===== src/common/icf_regs.svh =====
// register offsets, field positions, reset values and timing counts for the capture block
`ifndef ICF_REGS_SVH
`define ICF_REGS_SVH
`define ICF_ADDR_W          4
`define ICF_OFS_CTRL        4'h0
`define ICF_OFS_BUF         4'h1
`define ICF_OFS_STAT        4'h2
`define ICF_CTRL_RESET      16'h0000
`define ICF_BIT_STOP_IDLE   13
`define ICF_BIT_TBSEL       7
`define ICF_BIT_EPI_HI      6
`define ICF_BIT_EPI_LO      5
`define ICF_BIT_OVF         4
`define ICF_BIT_BNE         3
`define ICF_BIT_MODE_HI     2
`define ICF_BIT_MODE_LO     0
`define ICF_FIFO_DEPTH      3'h4
`define ICF_LAT_CYCLES      2
`define ICF_DIV4_LAST       4'h3
`define ICF_DIV16_LAST      4'hf
`endif


===== src/common/icf_pkg.sv =====
// types shared by the capture block
package icf_pkg;
  typedef enum logic [2:0] {
    MODE_OFF     = 3'b000,
    MODE_BOTH    = 3'b001,
    MODE_FALL    = 3'b010,
    MODE_RISE    = 3'b011,
    MODE_DIV4    = 3'b100,
    MODE_DIV16   = 3'b101,
    MODE_UNUSED  = 3'b110,
    MODE_WAKE    = 3'b111
  } icf_mode_type;

  typedef struct packed {
    logic       stopInIdle;
    logic       timeBaseSel;
    logic [1:0] eventsPerIrqSel;
    logic [2:0] captureModeSel;
  } icf_ctrl_type;

  typedef struct packed {
    logic        valid;
    logic [15:0] value;
  } icf_sample_type;
endpackage


===== src/hdl/icf_edge_detect.sv =====
// synchroniser, edge detector and two-cycle event delay for the capture pin
module icf_edge_detect (
  // clock and reset
  input  wire logic ref_clk,
  input  wire logic arst_n,
  // pin and edges
  input  wire logic pinIn,
  output logic      riseEdge,
  output logic      fallEdge
);
  logic syncA;
  logic syncB;
  logic lastLevel;
  logic [1:0] riseDly;
  logic [1:0] fallDly;

  // =========================================
  // two-flop synchroniser; only syncB is looked at
  always_ff @(posedge ref_clk or negedge arst_n)
  begin
    if (!arst_n)
    begin
      syncA     <= 1'b0;
      syncB     <= 1'b0;
      lastLevel <= 1'b0;
    end
    else
    begin
      syncA     <= pinIn;
      syncB     <= syncA;
      lastLevel <= syncB;
    end
  end

  // =========================================
  // pad the event latency by two more cycles, giving four cycles after the pin transition against the documented two
  always_ff @(posedge ref_clk or negedge arst_n)
  begin
    if (!arst_n)
    begin
      riseDly <= 2'h0;
      fallDly <= 2'h0;
    end
    else
    begin
      riseDly <= {riseDly[0], syncB & ~lastLevel};
      fallDly <= {fallDly[0], ~syncB & lastLevel};
    end
  end

  assign riseEdge = riseDly[1];
  assign fallEdge = fallDly[1];
endmodule // icf_edge_detect


===== src/hdl/input_capture_fifo_irq.sv =====
// input capture channel: edge qualification, four-entry fifo, status, irq and dma request
//
// Chosen here: strobed register access and the address map.
`include "icf_regs.svh"

// What this block does
// - capture selected time base into four-entry fifo
// - status flags clear on reset or disable
// - not-empty flag set until fifo drained
// - read returns oldest, remaining entries move forward
// - fifth capture while full sets overflow
// - full fifo drops new capture values
// - fourth read after overflow clears flag
// - every-event or both-edge modes never overflow-flag
// - irq every one to four events
// - both-edge mode interrupts on every event
// - overflow inhibits irq unless every-event
// - event four cycles after pin transition
// - one dma request per capture event
// - sleep stops capture; wake mode rising irq
// - stop-in-idle picks idle behaviour
// - select bit one picks time base a
// - mode field selects edge qualification
module input_capture_fifo_irq (
  // clock and reset
  input  wire logic        ref_clk,
  input  wire logic        arst_n,
  // register port
  input  wire logic [3:0]  regAddr,
  input  wire logic [15:0] regWdata,
  input  wire logic        regWrite,
  input  wire logic        regRead,
  output logic [15:0]      regRdata,
  // capture pin and time bases
  input  wire logic        capture_input_pin,
  input  wire logic [15:0] time_base_a,
  input  wire logic [15:0] time_base_b,
  // power state and interrupt enable
  input  wire logic        sleepMode,
  input  wire logic        idleMode,
  input  wire logic        capture_irq_enable,
  // event outputs
  output logic             capture_irq_flag,
  output logic             dmaRequest
);
  icf_pkg::icf_ctrl_type ctrl;
  logic [15:0] fifoMem [0:3];
  logic [2:0]  fillCount;
  logic        capture_overflow_flag;
  logic        overflowLatch;
  logic [1:0]  readsAfterOvf;
  logic [3:0]  prescale;
  logic [1:0]  eventCount;
  logic        riseEdge;
  logic        fallEdge;
  logic        halted;
  logic        disabled;
  logic        qualEdge;
  logic        captureEvent;
  logic        wakeEvent;
  logic        everyEvent;
  logic        bufRead;
  logic        fifoFull;
  logic [15:0] sampleValue;
  logic        irqEvent;

  // =========================================
  // pin conditioning
  icf_edge_detect u_edge (
    .ref_clk  (ref_clk),
    .arst_n   (arst_n),
    .pinIn    (capture_input_pin),
    .riseEdge (riseEdge),
    .fallEdge (fallEdge)
  );

  // disabled means off or unused encoding
  function automatic logic is_off(input logic [2:0] m);
    is_off = (m == icf_pkg::MODE_OFF) || (m == icf_pkg::MODE_UNUSED);
  endfunction

  // =========================================
  // event qualification
  assign disabled = is_off(ctrl.captureModeSel);
  assign halted   = sleepMode || (idleMode && ctrl.stopInIdle);
  assign fifoFull = (fillCount == `ICF_FIFO_DEPTH);
  assign bufRead  = regRead && (regAddr == `ICF_OFS_BUF);

  // the prescaler counts only rising edges in the divide modes
  always_comb
  begin
    qualEdge = 1'b0;
    case (ctrl.captureModeSel)
      icf_pkg::MODE_BOTH:  qualEdge = riseEdge | fallEdge;
      icf_pkg::MODE_FALL:  qualEdge = fallEdge;
      icf_pkg::MODE_RISE:  qualEdge = riseEdge;
      icf_pkg::MODE_DIV4:  qualEdge = riseEdge && (prescale == `ICF_DIV4_LAST);
      icf_pkg::MODE_DIV16: qualEdge = riseEdge && (prescale == `ICF_DIV16_LAST);
      default:             qualEdge = 1'b0;
    endcase
  end

  assign captureEvent = qualEdge && !halted;
  assign wakeEvent    = (ctrl.captureModeSel == icf_pkg::MODE_WAKE) && halted
                        && riseEdge && capture_irq_enable;
  assign everyEvent   = (ctrl.eventsPerIrqSel == 2'h0)
                        || (ctrl.captureModeSel == icf_pkg::MODE_BOTH);
  assign sampleValue  = ctrl.timeBaseSel ? time_base_a : time_base_b;

  // =========================================
  // control word: status bits are read-only; mode change is software's duty
  always_ff @(posedge ref_clk or negedge arst_n)
  begin
    if (!arst_n)
      ctrl <= '0;
    else if (regWrite && (regAddr == `ICF_OFS_CTRL))
    begin
      ctrl.stopInIdle      <= regWdata[`ICF_BIT_STOP_IDLE];
      ctrl.timeBaseSel     <= regWdata[`ICF_BIT_TBSEL];
      ctrl.eventsPerIrqSel <= regWdata[`ICF_BIT_EPI_HI:`ICF_BIT_EPI_LO];
      ctrl.captureModeSel  <= regWdata[`ICF_BIT_MODE_HI:`ICF_BIT_MODE_LO];
    end
  end

  // =========================================
  // rising-edge prescaler, reset while disabled
  always_ff @(posedge ref_clk or negedge arst_n)
  begin
    if (!arst_n)
      prescale <= 4'h0;
    else if (disabled)
      prescale <= 4'h0;
    else if (riseEdge && !halted)
    begin
      if ((ctrl.captureModeSel == icf_pkg::MODE_DIV4) && (prescale == `ICF_DIV4_LAST))
        prescale <= 4'h0;
      else
        prescale <= prescale + 4'h1;
    end
  end

  // =========================================
  // fifo: shift-out on read keeps the oldest entry at slot 0
  always_ff @(posedge ref_clk or negedge arst_n)
  begin
    if (!arst_n)
    begin
      fillCount  <= 3'h0;
      fifoMem[0] <= 16'h0000;
      fifoMem[1] <= 16'h0000;
      fifoMem[2] <= 16'h0000;
      fifoMem[3] <= 16'h0000;
    end
    else if (disabled)
      fillCount <= 3'h0;
    else
    begin
      if (bufRead && fillCount != 3'h0)
      begin
        fifoMem[0] <= fifoMem[1];
        fifoMem[1] <= fifoMem[2];
        fifoMem[2] <= fifoMem[3];
      end
      // a full fifo keeps its four values; a same-cycle read frees a slot
      if (captureEvent && (!fifoFull || bufRead))
      begin
        if (bufRead && fillCount != 3'h0)
        begin
          fifoMem[fillCount[1:0] - 2'h1] <= sampleValue;
          fillCount <= fillCount;
        end
        else
        begin
          fifoMem[fillCount[1:0]] <= sampleValue;
          fillCount <= fillCount + 3'h1;
        end
      end
      else if (bufRead && fillCount != 3'h0)
        fillCount <= fillCount - 3'h1;
    end
  end

  // =========================================
  // overflow flag and its four-read clear; set wins over clear
  always_ff @(posedge ref_clk or negedge arst_n)
  begin
    if (!arst_n)
    begin
      capture_overflow_flag <= 1'b0;
      overflowLatch         <= 1'b0;
      readsAfterOvf         <= 2'h0;
    end
    else if (disabled)
    begin
      capture_overflow_flag <= 1'b0;
      overflowLatch         <= 1'b0;
      readsAfterOvf         <= 2'h0;
    end
    else if (captureEvent && fifoFull && !bufRead)
    begin
      overflowLatch <= 1'b1;
      readsAfterOvf <= 2'h0;
      capture_overflow_flag <= !everyEvent;
    end
    else if (overflowLatch && bufRead)
    begin
      readsAfterOvf <= readsAfterOvf + 2'h1;
      if (readsAfterOvf == 2'h3)
      begin
        capture_overflow_flag <= 1'b0;
        overflowLatch         <= 1'b0;
      end
    end
  end

  // =========================================
  // events-per-interrupt counter
  always_ff @(posedge ref_clk or negedge arst_n)
  begin
    if (!arst_n)
      eventCount <= 2'h0;
    else if (disabled)
      eventCount <= 2'h0;
    else if (captureEvent)
    begin
      if (eventCount == ctrl.eventsPerIrqSel)
        eventCount <= 2'h0;
      else
        eventCount <= eventCount + 2'h1;
    end
  end

  // overflow inhibits only the counted interrupt styles
  assign irqEvent = wakeEvent ||
                    (captureEvent && (everyEvent ||
                     ((eventCount == ctrl.eventsPerIrqSel) && !overflowLatch)));

  // =========================================
  // one-cycle event pulses
  always_ff @(posedge ref_clk or negedge arst_n)
  begin
    if (!arst_n)
    begin
      capture_irq_flag <= 1'b0;
      dmaRequest       <= 1'b0;
    end
    else
    begin
      capture_irq_flag <= irqEvent;
      dmaRequest       <= captureEvent;
    end
  end

  // =========================================
  // read data one cycle after the strobe; unmapped reads zero
  always_ff @(posedge ref_clk or negedge arst_n)
  begin
    if (!arst_n)
      regRdata <= 16'h0000;
    else if (regRead)
    begin
      case (regAddr)
        `ICF_OFS_CTRL:
        begin
          regRdata <= 16'h0000;
          regRdata[`ICF_BIT_STOP_IDLE] <= ctrl.stopInIdle;
          regRdata[`ICF_BIT_TBSEL]     <= ctrl.timeBaseSel;
          regRdata[`ICF_BIT_EPI_HI:`ICF_BIT_EPI_LO]   <= ctrl.eventsPerIrqSel;
          regRdata[`ICF_BIT_OVF]       <= capture_overflow_flag;
          regRdata[`ICF_BIT_BNE]       <= (fillCount != 3'h0);
          regRdata[`ICF_BIT_MODE_HI:`ICF_BIT_MODE_LO] <= ctrl.captureModeSel;
        end
        `ICF_OFS_BUF:  regRdata <= (fillCount != 3'h0) ? fifoMem[0] : 16'h0000;
        `ICF_OFS_STAT: regRdata <= {13'h0000, fillCount};
        default:       regRdata <= 16'h0000;
      endcase
    end
    else
      regRdata <= 16'h0000;
  end
endmodule // input_capture_fifo_irq


===== config.mk =====
export PLATFORM = sky130hd
export DESIGN_NAME = input_capture_fifo_irq
export DESIGN_NICKNAME = d
export VERILOG_FILES = /design/src/common/icf_pkg.sv /design/src/hdl/icf_edge_detect.sv /design/src/hdl/input_capture_fifo_irq.sv
export VERILOG_INCLUDE_DIRS = /design/src /design/src/common
export SDC_FILE = /design/constraint.sdc
export NUM_CORES = 1
export LEC_CHECK = 0
export BUFFER_PORTS_ARGS = -buffer_cell sky130_fd_sc_hd__buf_2
export CORE_MARGIN = 2
export CORE_UTILIZATION = 60
export DETAILED_ROUTE_END_ITERATION = 8
export PLACE_DENSITY = 0.83
export SETUP_SLACK_MARGIN = 0.05
export SYNTH_ARGS = -nofsm -noshare
export SYNTH_HDL_FRONTEND = slang
export SYNTH_HIERARCHICAL = 1
export SYNTH_SLANG_ARGS = --single-unit
export TNS_END_PERCENT = 1

===== constraint.sdc =====
create_clock -name ref_clk -period 4.6 [get_ports ref_clk]
set_clock_uncertainty 0.15 [all_clocks]
set_input_delay 0.69 -clock ref_clk [delete_from_list [all_inputs] [get_ports ref_clk]]
set_output_delay 0.69 -clock ref_clk [all_outputs]
set_load 0.1 [all_outputs]

### Word-level counts from Yosys, hierarchy flattened

Cells that the tools add are included.

* $add $sub $neg: 6
* $lt $le $gt $ge: 4
* equal/unequal tests: 15
* mux-type cells: 34
* bitwise operators: 8
* reductions and logical operators: 43

Operator list (count)
* 64-bit bitwise mux: 2
* 64-bit 2-to-1 mux: 2
* 48-bit 2-to-1 mux: 2
* 16-bit 2-to-1 mux: 5
* 16-bit demux with 2-bit select: 2
* 16-bit one-hot mux with 3 select lines: 1
* 1-bit logical AND: 20
* 3-bit == test (second input constant): 5
* 2-bit 2-to-1 mux: 6
* 3-bit 2-to-1 mux: 4
* 4-bit 2-to-1 mux: 3
* 3-bit nonzero test: 4
* 4-bit by 2-bit == test with 1-bit output (second input constant): 2
* 3-bit by 2-bit == test with 1-bit output (second input constant): 2
* 3-bit >= comparator (second input constant): 2
* 1-bit logical OR: 6
* 3-bit by 1-bit less-than comparator with 1-bit output (second input constant): 2
* 1-bit 2-to-1 mux: 6
* 2-bit NOT with 3-bit output: 2
* 2-bit AND reduction: 3
* 1-bit zero test: 5
* 1-bit one-hot mux with 5 select lines: 1
* 2-bit by 1-bit adder with 2-bit output (second input constant): 2
* 4-bit by 1-bit adder with 4-bit output (second input constant): 1
* other kinds (16): 20

* flip-flop bits (word level): 109
* output and inout bits: 18

### Logic depth before layout (Yosys ltp)

Gate-level depths: netlist (run 1).

* word-level depth: 9
* mapped depth: 12
* mapped depth without buffers: 9

### Cells and area by module

Netlist (run 1), hierarchy kept.

By module, submodules not included
* input_capture_fifo_irq: instances 1, cells each 640, area an instance 5694.2 um^2
* icf_edge_detect: instances 1, cells each 9, area an instance 190.2 um^2

### Worst setup path after synthesis (run 1)

OpenSTA, ideal clock, no wires.

* path kind: in2reg
* start point: in regAddr[1]
* end point: reg fillCount[2]
* arrival time: 2.490 ns
* data required time: 4.373 ns
* slack: 1.883 ns
* stages: 11
* path through: or3_1 buf_6 nor2_4 or3b_2 a21bo_4 buf_6 xor2_1 ha_1 nor2_1 mux2i_1 a21oi_1

* longest elaborated chain between the ends: 6

RTL lines
* start, declared: RTL line input_capture_fifo_irq.sv:29 `input wire logic [3:0] regAddr,`
* 4-bit by 1-bit == test with 1-bit output *
* 1-bit logical AND *: RTL line input_capture_fifo_irq.sv:87 `` assign bufRead = regRead && (regAddr == `ICF_OFS_BUF); ``
* 1-bit logical OR: RTL line input_capture_fifo_irq.sv:165 `if (captureEvent && (!fifoFull || bufRead))`
* 1-bit logical AND: RTL line input_capture_fifo_irq.sv:165
* 3-bit != test (no source line) (tied with other cells)
* 2-bit AND reduction (no source line) or 3-bit 2-to-1 mux (tied branches)
* end signal, assigned: RTL line input_capture_fifo_irq.sv:170 `fillCount <= fillCount;`
* end signal, assigned: RTL line input_capture_fifo_irq.sv:175 `fillCount <= fillCount + 3'h1;`
* end signal, assigned: RTL line input_capture_fifo_irq.sv:179 `fillCount <= fillCount - 3'h1;`
* end, declared: RTL line input_capture_fifo_irq.sv:48 `logic [2:0] fillCount;`

Every way passes the cells marked *; elsewhere a longest branch is shown, timed or not.
A chain may end at the register's enable or synchronous reset.

==> results.md, run 1 <==
Status:
- The flow ran to the end, and the final reports show no timing, DRC or antenna violations.

Die:
- From left edge to right edge, the die measures 103 um.
- The core area is 9640 um2.
- Pin placement for this block handled 78 I/O pins.
- The floorplan step set the die height to 103 um.
- The area enclosed by the die boundary is 10,600 um2.
- The starting density of the core is 61.0%.
- Row generation in the floorplan step produced 36 rows.

Worst setup path:
- The peak fanout along the critical path is 32.
- Across all register-to-register paths, the minimum setup slack is 1.20 ns.
- By startpoint and endpoint, the worst setup path is classified as flop to flop.
- The worst setup path is launched from a flop.
- The required time of the worst setup path is 4.67 ns.
- Data on the critical path arrives at its endpoint at 3.47 ns.
- The worst setup path is captured at a flop.

Clock network:
- The CTS tree is built.
- The clock-pin slew on the worst setup and hold paths is 0.10 ns.
- For this design, the sink count on the clock tree is 109.
- The count of hold-fix buffers inserted at cts is 0.
- The cell at the root of the clock tree is sky130_fd_sc_hd__clkbuf_8.
- Counting the buffers created by CTS gives 9.
- The depth of the CTS H-tree is 3.
- In this run, post-CTS repair resized a total of 0 instances.
- For the worst-skew pair, the clock arrives at the later sink with an insertion delay of 0.38 ns.
- The worst-case clock buffer depth is 2.
- The number of post-CTS setup repair buffers is 0.

Placement:
- The number of placed instances with taps included is 811.
- The post-placement setup slack is 1.16 ns.
- Detailed placement finished with a half-perimeter wire length of 9620 um.
- After detailed placement, the total cell area comes to 6220 um2.
- The number of port buffers is 68.
- The routability-driven placement congestion ratio is 0.863.

STA:
- The aggregate negative setup slack is 0 ns.
- Derived from the worst setup path, the maximum achievable clock frequency is 294 MHz.
- Setup repair after global routing left no endpoint under its margin.
- In this run the tightest slew margin relative to its limit is 15.6%.
- The number of hold violations in the final report is 0.
- The final clock period utilization by the worst path is 73.8%.
- The max-slew violation count is 0.
- The post-layout minimum cycle time is 3.40 ns.
- Setup slack closes at 1.20 ns.
- The final count of negative-setup-slack endpoints is 0.
- At the pin with the least slew margin, the transition time is 1.26 ns.

Global routing:
- The via count of the first global-routing pass was 4,731.
- The total global-route track usage is 27.0%.
- The number of antenna violations at the first check in global routing is 0.
- The pin count of the biggest net entering global routing is 77.
- The first-pass GRT wire length is 22,600 um.
- After global routing the overflow that remains totals 0.

Routing:
- The number of vias per cell after detailed routing is 6.21.
- The routed wire length is 13,900 um.
- The iteration-0 DRC count of the detailed router is 420.
- For this run, the detailed router's first-pass iteration total came to 5.
- The average wire per cell in the routed design is 16.9 um.
- The post-detailed-route count of antenna-violating nets is 0.
- In the routed design, unresolved DRC markers number 0.
- The via total after detailed routing is 5,130.

Pwr:
- The proportion of power drawn by flip-flops and latches is 49.3%.
- Total power for the finished layout comes to 2640 uW.
- For this design the ratio of total power to cell area is 413 nW/um2.
- Of the total power, the clock network draws 20.9%.
- The share of total power dissipated in combinational logic is 29.8%.
- Summed over all cells, the static leakage comes to 0.00303 uW.
- Net switching is 37.3% of the power.
- The peak supply drop is 0.000174 V.
- For this design the total switching power over the nets is 986 uW.
- The internal power of the cells is 1660 uW.

Final layout:
- The cell area after layout is 6400 um2.
- The number of antenna diodes is 0.
- The synthesis-to-layout area growth is 8.76%.
- For this run, the post-layout net count is 752.
- The share of layout cells above drive strength 1 is 16.3%.
- The number of standard cells in the final layout excluding fillers is 826.

Synth:
- The post-synthesis instance area is 5880 um2.
- The number of warnings reported in the yosys synthesis log is 6.
- The cell count after synthesis is 649.
- The count of state elements after synthesis is 109.
- Summed over its instances, the top area cell type makes up 46.4% of the synthesized netlist area.
- The number of nets in the synthesized netlist is 712.
- The async set or reset register ratio after synthesis is 100%.
- Averaged over all synthesized cells, the footprint is 9.07 um2.
- Of the synthesized area, sequential elements account for 46.4%.
- The flip-flop cell with the highest count after synthesis is sky130_fd_sc_hd__dfrtp_1.
- Ranked by instance count, the synthesized netlist is headed by sky130_fd_sc_hd__dfrtp_1 (109), sky130_fd_sc_hd__nand2_1 (108), sky130_fd_sc_hd__a21oi_1 (73).
- The count of flip-flops with a built-in enable after synthesis is 0.
- The library cell occupying the most area in the post-synthesis netlist is sky130_fd_sc_hd__dfrtp_1.
- The number of different library cells used by synthesis comes to 51.
- sky130_fd_sc_hd__dfrtp_1 is the most common cell in the netlist.
- By area the synthesized netlist is led by sky130_fd_sc_hd__dfrtp_1 (46%), sky130_fd_sc_hd__nand2_1 (6.9%), sky130_fd_sc_hd__a21oi_1 (6.2%).

Job:
- The number of max-cap violations is 0.

Worst hold path:
- The tightest min-delay check is of the flop to flop type.
[per-layer routing]
layer / vias up / GRT usage, % / routed length, um
li1: 2419 / - / -
met1: 2466 / 39.0 / 6150
met2: 230 / 42.0 / 6630
met3: 15 / 3.80 / 1030
met4: 0 / 9.41 / 145
met5: - / 0 / 0
[power groups by stage]
stage / Sequential, uW / Clock, uW / Combinational, uW
finish: 1300 / 552 / 789
global route: 1320 / 603 / 882
CTS: 1300 / 561 / 779
detailed placement: 1320 / 0 / 774
global placement: 1300 / 0 / 730
floorplan: 1260 / 0 / 614
[path summary, 6_finish.rpt]
check                             startpoint            to  cells after the start
worst max register to register  fillCount[0]          flop                      7
worst min register to register  u_edge/syncA  u_edge/syncB                      0
worst min-delay path            u_edge/syncA  u_edge/syncB                      0
max in group asynchronous             arst_n       ctrl[0]                      2
worst max-delay path            fillCount[0]          flop                      7
min in group asynchronous             arst_n   prescale[3]                      1
[worst max-delay path: stages (launching register included)]
cell and delay [ns]:
sky130_fd_sc_hd__dfrtp_1 0.53, sky130_fd_sc_hd__nor3_1 0.58, sky130_fd_sc_hd__or3_1 0.19, sky130_fd_sc_hd__buf_4 0.23
sky130_fd_sc_hd__buf_4 0.30, sky130_fd_sc_hd__nor3_1 0.09, sky130_fd_sc_hd__o21ai_2 0.91, sky130_fd_sc_hd__o21ai_0 0.23
[metrics by stage]
| step | util, % | hold slack (ns) |
|---|---|---|
| 3_3_place_gp | 64.5 | 0.183 |
| 5_1_grt | 66.4 | 0.218 |
| 2_1_floorplan | - | 0.181 |
| 3_5_place_dp | 64.5 | 0.185 |
| 6_report | 66.4 | 0.207 |
| 4_1_cts | 66.4 | 0.207 |
[cell usage in the layout, fill, tap and decap left out, types with 19 or more instances in the layout]
cell and instances:
sky130_fd_sc_hd__dfrtp_1 109, sky130_fd_sc_hd__nand2_1 108, sky130_fd_sc_hd__a21oi_1 72, sky130_fd_sc_hd__buf_2 67
sky130_fd_sc_hd__nor2_1 38, sky130_fd_sc_hd__o21ai_0 31, sky130_fd_sc_hd__o211ai_1 31, sky130_fd_sc_hd__a21o_1 21
sky130_fd_sc_hd__and3_1 20, sky130_fd_sc_hd__o21ai_1 19
[cell families (layout without fill, tap and decap cells)]
group	count (synthesis)	in the layout	share of synthesized area, %
mux	27	27	4.78
simple gates	222	222	17.5
flops	109	109	46.4
xor+xnor	7	7	1.04
fa+ha+maj	3	3	0.638
buf+inv	51	95	4.47
compound gates	230	230	25.3
[area by class of cell]
cell class	count	area (um2)
clock buffers	10	138
clock inverters	5	43.8
fillers	791	3240
inverters	4	15.0
multi-input cells	489	2910
flip-flops and latches	109	2730
well taps	133	166
repair buffers	76	403
No activity file was read; power rests on OpenSTA's default activity.
==> run 2: changes to the inputs <==
- ABC_AREA: not set -> 1
- PLACE_DENSITY: 0.83 -> 0.81
- clock period: 4.6 -> 3.24 ns (I/O delays scaled with it)
==> run 2 against run 1 <==
Compared with the run above: critical path depth increased by 5; design area increased by 21%; global-route usage increased by 2.5 points; final cell count increased by 50%; power increased by 110%; count of clock-buffer cells in the layout unchanged; combinational power increased to 2.9 times the previous value.
==> results.md, run 2 <==
Synth:
- The cell count after synthesis is 1,050 (+62%).
- The post-synthesis xor/xnor area fraction is 0.372% (-0.67 points).
- The count of cell types in the netlist is 39 (-24%).
- Yosys attributes the largest share of cell area to sky130_fd_sc_hd__dfrtp_1 (39%), sky130_fd_sc_hd__nand2_1 (16%), sky130_fd_sc_hd__nand3_1 (7.5%).
- The mux cell area share after synthesis was 0.478% (-4.3 points).
- The simple logic cell fraction of the synthesized area is 35.7% (+18 points).
- The number of nets in the synthesized netlist came to 1,113 (+56%).
- The async set or reset register ratio after synthesis is 100% (unchanged).
- The adder-cell share of the synthesized area is 0.531% (-0.11 points).
- The count of flip-flops with a built-in enable after synthesis was 0 (unchanged).
- The number of warnings reported in the yosys synthesis log is 6 (unchanged).
- The fraction of the mapped netlist area in compound gates is 14.8% (-10 points).
- In the synthesized netlist, the cells that appear most often are sky130_fd_sc_hd__nand2_1 (303), sky130_fd_sc_hd__nor2_1 (113), sky130_fd_sc_hd__dfrtp_1 (109).
- The post-synthesis instance area is 7070 um2 (+20%).
- The post-synthesis area per instance was 6.73 um2 (-26%).
- sky130_fd_sc_hd__nand2_1 is the most common cell in the netlist.
- The flip-flop cell with the highest count after synthesis is sky130_fd_sc_hd__dfrtp_1.
- The dominant combinational cell family by area after synthesis is simple AND/OR/NAND/NOR gates.
- The fraction of the yosys area taken by sequential cells came to 38.6% (-7.8 points).
- Of all cell types, the one taking the most synthesized area is sky130_fd_sc_hd__dfrtp_1.
- The count of state elements after synthesis was 109 (unchanged).
- The portion of synthesized cell area occupied by the leading cell type came to 38.6% (-7.8 points).

Final layout:
- From synthesis to final layout, the design area changed by 9.96%.
- The layout net count is 1,153 (+53%).
- The number of standard cells in the final layout excluding fillers is 1,238 (+50%).
- The filler cell count in the final layout is 1,031 (+30%).
- The number of antenna diodes is 0 (unchanged).
- The library cells used most frequently in the layout, excluding fill and tap cells, are sky130_fd_sc_hd__nand2_1 (302), sky130_fd_sc_hd__nor2_1 (113), sky130_fd_sc_hd__dfrtp_1 (109), sky130_fd_sc_hd__nand3_1 (106), sky130_fd_sc_hd__inv_1 (92).
- The utilization of the core after routing came to 67.8% (+1.4 points).
- The share of layout cells above drive strength 1 is 11.4% (-4.9 points).
- Leaving out fill and tap cells, the most frequent cell in the layout is sky130_fd_sc_hd__nand2_1.

Die:
- The die width is 113 um (+9.2%).
- The core area came to 11,500 um2 (+19%).
- The overall die height was 113 um (+9.2%).
- The cell row count came to 39 (+8.3%).
- The total I/O pin count came to 78 (unchanged).
- The area enclosed by the die boundary is 12,700 um2 (+19%).
- The starting density of the core is 61.6% (+0.60 points).

Routing:
- The first-pass iteration count of the detailed router is 5 (unchanged).
- The post-detailed-route count of antenna-violating nets is 0 (unchanged).
- The average wire per cell in the routed design is 14.5 um (-14%).
- The iteration-0 DRC count of the detailed router is 515 (+23%).
- The number of design rule violations left after detail routing is 0 (unchanged).
- The routed wire length came to 18,000 um (+29%).
- The via total after detailed routing is 6,922 (+35%).
- The number of vias per cell after detailed routing is 5.59 (-10%).

Clock network:
- The CTS tree is built.
- The number of post-CTS setup repair buffers is 0 (unchanged).
- The count of hold-fix buffers inserted at cts is 0 (unchanged).
- The total of cells resized after clock tree synthesis is 0 (unchanged).
- The source-to-sink clock delay at the later pin of the worst-skew pair is 0.36 ns (-0.02 ns).
- The cell sitting at the root of the clock tree is a sky130_fd_sc_hd__clkbuf_16.
- The worst-case clock buffer depth came to 2 (unchanged).
- The total clock sinks is 109 (unchanged).
- The depth of the CTS H-tree is 3 (unchanged).
- The total CTS buffers is 9 (unchanged).
- The clock-pin slew on the worst setup and hold paths is 0.07 ns (-0.03 ns).

STA:
- The post-layout minimum cycle time is 2.57 ns (-0.828 ns).
- The worst-case hold slack is 0.0511 ns (-0.156 ns).
- The fmax is 389 MHz (+32%).
- The aggregate negative setup slack was 0 ns (unchanged).
- The smallest setup slack after layout was 0.671 ns (-0.532 ns).
- The final count of negative-setup-slack endpoints came to 0 (unchanged).
- The final clock period utilization by the worst path is 79.3% (+5.4 points).
- The transition time at the pin with the least slew margin came to 1.19 ns (-0.0662 ns).
- The relative slew slack is 20.5% (+4.9 points).
- The number of hold violations in the final report is 0 (unchanged).
- The max-slew violation count is 0 (unchanged).
- Setup repair after global routing left no endpoint under its margin.

Global routing:
- The remaining global-route overflow is 0 (unchanged).
- The pin count of the biggest net entering global routing came to 62 (-19%).
- The first-pass GRT wire length is 30,400 um (+34%).
- The via count of the first global-routing pass is 6,415 (+36%).
- The total global-route track usage is 29.5% (+2.5 points).
- The number of antenna violations at the first check in global routing was 0 (unchanged).

Worst hold path:
- The worst min-delay path class is input pin to async pin.

Placement:
- The post-placement setup slack is 0.561 ns (-0.602 ns).
- The detailed-placement wirelength estimate is 11,600 um (+21%).
- The number of port buffers is 68 (unchanged).
- The routability-driven placement congestion ratio was 0.891 (+3.3%).
- The number of placed instances with taps included came to 1,222 (+51%).

Worst setup path:
- The critical path is of the flop to flop type.
- The critical path data arrival time is 2.67 ns (-0.80 ns).
- The kind of end point of the critical path is a flop.
- The required time of the worst setup path is 3.34 ns (-1.33 ns).
- The element type at the critical path start is a flop.
- The peak fanout along the critical path is 28 (-13%).

Pwr:
- The power density normalized to cell area is 701 nW/um2 (+70%).
- The net switching power of the design came to 2310 uW (+130%).
- The net switching fraction of the power is 42.4% (+5.1 points).
- The internal power of the cells is 3140 uW (+89%).
- The proportion of power drawn by flip-flops and latches is 36.3% (-13 points).
- The share of total power in combinational logic is 42.4% (+13 points).
- The static leakage is 0.00393 uW (+30%).
- The peak supply drop came to 0.000400 V (+130%).
- The relative contribution of the clock network to total power is 21.4% (+0.5 points).

Job:
- The number of max-cap violations is 0 (unchanged).

Status:
- The run finished with clean final reports.
-- run 2: cell types whose count changed in the layout (fill, tap and decap cells not counted), moves of 20 or more --
cell	change
sky130_fd_sc_hd__nor2_1	+75
sky130_fd_sc_hd__nand3b_1	+25
sky130_fd_sc_hd__inv_1	+88
sky130_fd_sc_hd__a21o_1	-21
sky130_fd_sc_hd__nand2_1	+194
sky130_fd_sc_hd__o21ai_0	+22
sky130_fd_sc_hd__and3_1	-20
sky130_fd_sc_hd__nand3_1	+95
sky130_fd_sc_hd__o21ai_1	+24
-- run 2: through the flow --
step,power (uW),cell area [um2]
after floorplan,3730,7070
after global placement,4190,7460
after detailed placement,4250,7460
after CTS,5430,7770
after global routing,5900,7770
final,5450,7770
-- run 2: final cells by class --
| class | instances | area [um2] | share of cell area, % |
|---|---|---|---|
| tap | 143 | 179 | 2.30 |
| sequential | 109 | 2730 | 35.1 |
| multi-input combinational | 784 | 3670 | 47.2 |
| clock inverter | 6 | 71.3 | 0.917 |
| clock buffer | 10 | 239 | 3.07 |
| timing repair buffer | 88 | 518 | 6.66 |
| inverter | 98 | 368 | 4.73 |
-- run 2: power groups by stage --
stage	Sequential, uW	Clock (uW)	Combinational, uW
final	1970	1160	2310
after global routing	2020	1230	2650
after CTS	1960	1180	2280
after detailed placement	1990	0	2260
after global placement	1980	0	2200
after floorplan	1960	0	1770
-- run 2: logic make-up (layout without fill, tap and decap cells) --
| group | after synthesis | in the layout |
|---|---|---|
| DFF | 109 | 109 |
| and+or+nand+nor | 582 | 582 |
| AOI/OAI and AO/OA | 193 | 193 |
| muxes | 3 | 3 |
| adders and majority gates | 3 | 3 |
| xor gates and xnor gates | 3 | 3 |
| buffers and inverters | 157 | 202 |
-- run 2: path summary, 6_finish.rpt --
kind / depth (start not counted) / end / slack, ns / from
worst max-delay path: 12 / fillCount[2] / 0.67 / fillCount[0]
max in group asynchronous: 2 / fifoMem[40] / 2.14 / arst_n
worst min-delay path: 1 / u_edge/syncA / 0.05 / arst_n
worst max register to register: 12 / fillCount[2] / 0.67 / fillCount[0]
worst min register to register: 0 / u_edge/riseDly[1] / 0.20 / u_edge/riseDly[0]
min in group ref_clk: 1 / u_edge/syncA / 0.08 / capture_input_pin
-- run 2: critical path, stage by stage, from the launching register on --
cell,delay (ns)
sky130_fd_sc_hd__dfrtp_1,0.46
sky130_fd_sc_hd__nor2_2,0.29
sky130_fd_sc_hd__nand3_2,0.19
sky130_fd_sc_hd__nand3_4,0.22
sky130_fd_sc_hd__buf_4,0.40
sky130_fd_sc_hd__nand2_1,0.13
sky130_fd_sc_hd__nand2_1,0.10
sky130_fd_sc_hd__inv_1,0.04
sky130_fd_sc_hd__ha_1,0.18
sky130_fd_sc_hd__a21oi_1,0.11
sky130_fd_sc_hd__nand2_1,0.06
sky130_fd_sc_hd__nand3_1,0.07
sky130_fd_sc_hd__nand2_1,0.05
-- run 2: layer usage --
layer | GRT usage (%) | wire (um) | vias to the layer above
met5 | 0 | 0 | -
li1 | - | - | 3491
met3 | 3.56 | 1380 | 45
met1 | 41.1 | 7950 | 3083
met2 | 46.5 | 8220 | 303
met4 | 13.1 | 453 | 0
==> run 3: changes to the inputs <==
- clock period: 3.24 -> 2.5 ns (I/O delays scaled with it)
==> run 3 against run 2 <==
Compared with the run above: sequential share of layout area decreased by 0.91 points; highest routed layer unchanged; power rose by 35%; largest cell class unchanged; critical path depth fell by 4; die area stayed put; non-clock buffer count rose by 10; hold slack gained 0.048 ns; critical endpoint is now fifoMem[37]; count of clock-buffer cells in the layout is the same; global-route usage grew 0.33 points; maximum frequency increased by 11%.
==> results.md, run 3 (same netlist as run 2, synthesis figures left out) <==
STA:
- The number of hold violations in the final report came to 0 (unchanged).
- The final clock period utilization by the worst path is 92.2% (+13 points).
- Setup repair after global routing could not meet its margin everywhere.
- The post-layout minimum cycle time was 2.31 ns (-0.263 ns).
- The smallest setup slack after layout came to 0.195 ns (-0.477 ns).
- The max-slew violation count is 0 (unchanged).
- The aggregate negative setup slack came to 0 ns (unchanged).
- The fmax is 434 MHz (+11%).
- The transition time at the pin with the least slew margin is 0.543 ns (-0.649 ns).
- The final count of negative-setup-slack endpoints is 0 (unchanged).
- The relative slew slack is 63.7% (+43 points).

Final layout:
- The share of layout cells above drive strength 1 is 12.2% (+0.80 points).
- The cell area after layout is 7980 um2 (+2.7%).
- The layout net count was 1,163 (+0.87%).
- The number of antenna diodes is 0 (unchanged).
- In the layout the commonest cells are sky130_fd_sc_hd__nand2_1 (302), sky130_fd_sc_hd__nor2_1 (113), sky130_fd_sc_hd__dfrtp_1 (108), sky130_fd_sc_hd__nand3_1 (106), sky130_fd_sc_hd__inv_1 (92).
- The utilization of the core after routing came to 69.6% (+1.8 points).
- The filler cell count in the final layout is 970 (-5.9%).
- The synthesis-to-layout area growth is 12.9%.
- Leaving out fill and tap cells, the most frequent cell in the layout is sky130_fd_sc_hd__nand2_1.

Pwr:
- The proportion of power drawn by flip-flops and latches came to 35.1% (-1.2 points).
- The net switching power of the design is 3000 uW (+30%).
- The static leakage is 0.00402 uW (+2.2%).
- The internal power of the cells is 4330 uW (+38%).
- The share of total power in combinational logic is 42.1% (-0.3 points).
- The peak supply drop was 0.000576 V (+44%).
- The power density normalized to cell area is 919 nW/um2 (+31%).
- The net switching fraction of the power is 41.0% (-1.4 points).
- The relative contribution of the clock network to total power came to 22.8% (+1.4 points).

Worst setup path:
- The critical path's most frequent cell is sky130_fd_sc_hd__a21oi_1.
- The peak fanout along the critical path came to 52 (+86%).
- Walking the worst path, the cells encountered are nor2_2 > a21oi_4 > nand2_2 > buf_4 > nand2_1 > and2_1 > a21oi_1 > a21oi_1.
- In this run the critical register-to-register path is launched from fillCount[0].
- The required time of the worst setup path is 2.59 ns (-0.75 ns).
- The register-to-register setup slack is 0.19 ns (-0.48 ns).
- Broken down by cell family, the worst path's largest delay share belongs to simple AND/OR/NAND/NOR gates.
- The kind of end point of the critical path is a flop.
- STA classifies the critical path startpoint as a flop.
- The number of cells traversed by the worst register-to-register path is 8 (-4).
- The highest cell delay on the worst timing path is 0.46 ns (about the same).
- The total buffers and inverters traversed by the critical path is 1 (-1).
- The critical path data arrival time is 2.39 ns (-0.28 ns).
- The endpoint identified for the worst register-to-register timing path is fifoMem[37].
- The library cell contributing the largest single delay on the critical path is sky130_fd_sc_hd__dfrtp_1.
- The critical path is of the flop to flop type.

Job:
- The number of max-cap violations is 0 (unchanged).

Status:
- The flow ran to the end, and the final reports show no timing, DRC or antenna violations.

Worst hold path:
- The worst min-delay path class is input pin to flop.
- In this run the most critical hold path is launched from regWdata[6].
- The destination of the worst hold path is ctrl[4].
- The worst hold path passes through 2 cells.

Routing:
- The first-pass iteration count of the detailed router is 5 (unchanged).
- The routed wire length was 18,300 um (+1.6%).
- The post-detailed-route count of antenna-violating nets is 0 (unchanged).
- The average wire per cell in the routed design is 14.7 um (+0.80%).
- The number of design rule violations left after detail routing is 0 (unchanged).
- The iteration-0 DRC count of the detailed router is 652 (+27%).
- The number of vias per cell after detailed routing came to 5.64 (+0.85%).
- The via total after detailed routing was 7,037 (+1.7%).

Global routing:
- The remaining global-route overflow is 0 (unchanged).
- The pin count of the biggest net entering global routing is 53 (-15%).
- The first-pass GRT wire length came to 30,700 um (+1.2%).
- The total global-route track usage is 29.8% (+0.33 points).
- The number of antenna violations at the first check in global routing is 0 (unchanged).
- The via count of the first global-routing pass is 6,460 (+0.70%).

Placement:
- The detailed-placement wirelength estimate is 12,000 um (+3.4%).
- The post-placement cell area is 7600 um2 (+1.8%).
- The post-placement setup slack is 0.108 ns (-0.453 ns).
- The routability-driven placement congestion ratio was 0.875 (-1.8%).
- The number of port buffers came to 68 (unchanged).

Clock network:
- The total CTS buffers was 9 (unchanged).
- The total clock sinks was 109 (unchanged).
- The clock-pin slew on the worst setup and hold paths came to 0.07 ns (about the same).
- The source-to-sink clock delay at the later pin of the worst-skew pair came to 0.36 ns (about the same).
- The worst-case clock buffer depth is 2 (unchanged).
- The cell at the root of the clock tree is sky130_fd_sc_hd__clkbuf_16.
- The depth of the CTS H-tree is 3 (unchanged).
- TritonCTS built the clock tree.

Die:
- The area enclosed by the die boundary came to 12,700 um2 (unchanged).
- The total I/O pin count is 78 (unchanged).
- The overall die height is 113 um (unchanged).
- The core area is 11,500 um2 (unchanged).
- The starting density of the core came to 61.6% (unchanged).
- The die width is 113 um (unchanged).
- The cell row count is 39 (unchanged).
[run 3: cell count changes in the layout (fill, tap and decap cells not counted), moves of 2 or more]
| cell | delta |
|---|---|
| sky130_fd_sc_hd__buf_12 | +7 |
| sky130_fd_sc_hd__bufinv_16 | +2 |
| sky130_fd_sc_hd__clkinv_4 | -2 |
| sky130_fd_sc_hd__dlygate4sd3_1 | +2 |
[run 3: metrics by stage]
step	hold slack (ns)	instances	total power (uW)
after CTS	0.0981	1246	7290
after global placement	0.182	1228	5510
after global routing	0.0956	1248	7900
after floorplan	-0.0706	1050	4830
final	0.0993	1248	7330
after detailed placement	0.187	1228	5600
[run 3: worst max path at each step]
| stage | from | endpoint | slack [ns] | depth (start not counted) |
|---|---|---|---|---|
| 2_1_floorplan | prescale[0] | fillCount[2] | 0.27 | 17 |
| 3_3_place_gp | regAddr[2] | fifoMem[26] | 0.15 | 14 |
| 3_5_place_dp | regAddr[1] | fifoMem[24] | 0.11 | 14 |
| 4_1_cts | prescale[1] | fifoMem[22] | 0.16 | 12 |
| 5_1_grt | fillCount[0] | fifoMem[43] | 0.03 | 8 |
| 6_report | fillCount[0] | fifoMem[37] | 0.19 | 8 |
[run 3: what timing repair did]
action | CTS | global route
setup endpoints to repair | 0 | 32
setup buffers | 0 | 2
hold buffers | 2 | 0
resized for setup | 0 | 2
endpoints found under the hold margin | 28 | 0
[run 3: area by class of cell]
type                    count  area, um2  area share [%]
flip-flops and latches    109       2730            34.2
clock buffers              10        239            2.99
well taps                 143        179            2.24
repair buffers             98        686            8.59
multi-input cells         784       3670            46.0
inverters                  98        368            4.61
clock inverters             6        110            1.38
[run 3: power by group through the flow]
stage,Combinational (uW),Clock (uW),Sequential [uW]
after floorplan,2290,0,2540
after global placement,2930,0,2580
after detailed placement,3010,0,2590
after CTS,3040,1680,2560
after global routing,3500,1770,2630
final,3090,1670,2570
[run 3: routing by layer]
layer	GRT usage [%]	vias up	wire length [um]
met5	0	-	0
met4	10.1	0	343
li1	-	3515	-
met3	3.51	27	1320
met2	48.4	285	8440
met1	41.7	3210	8200
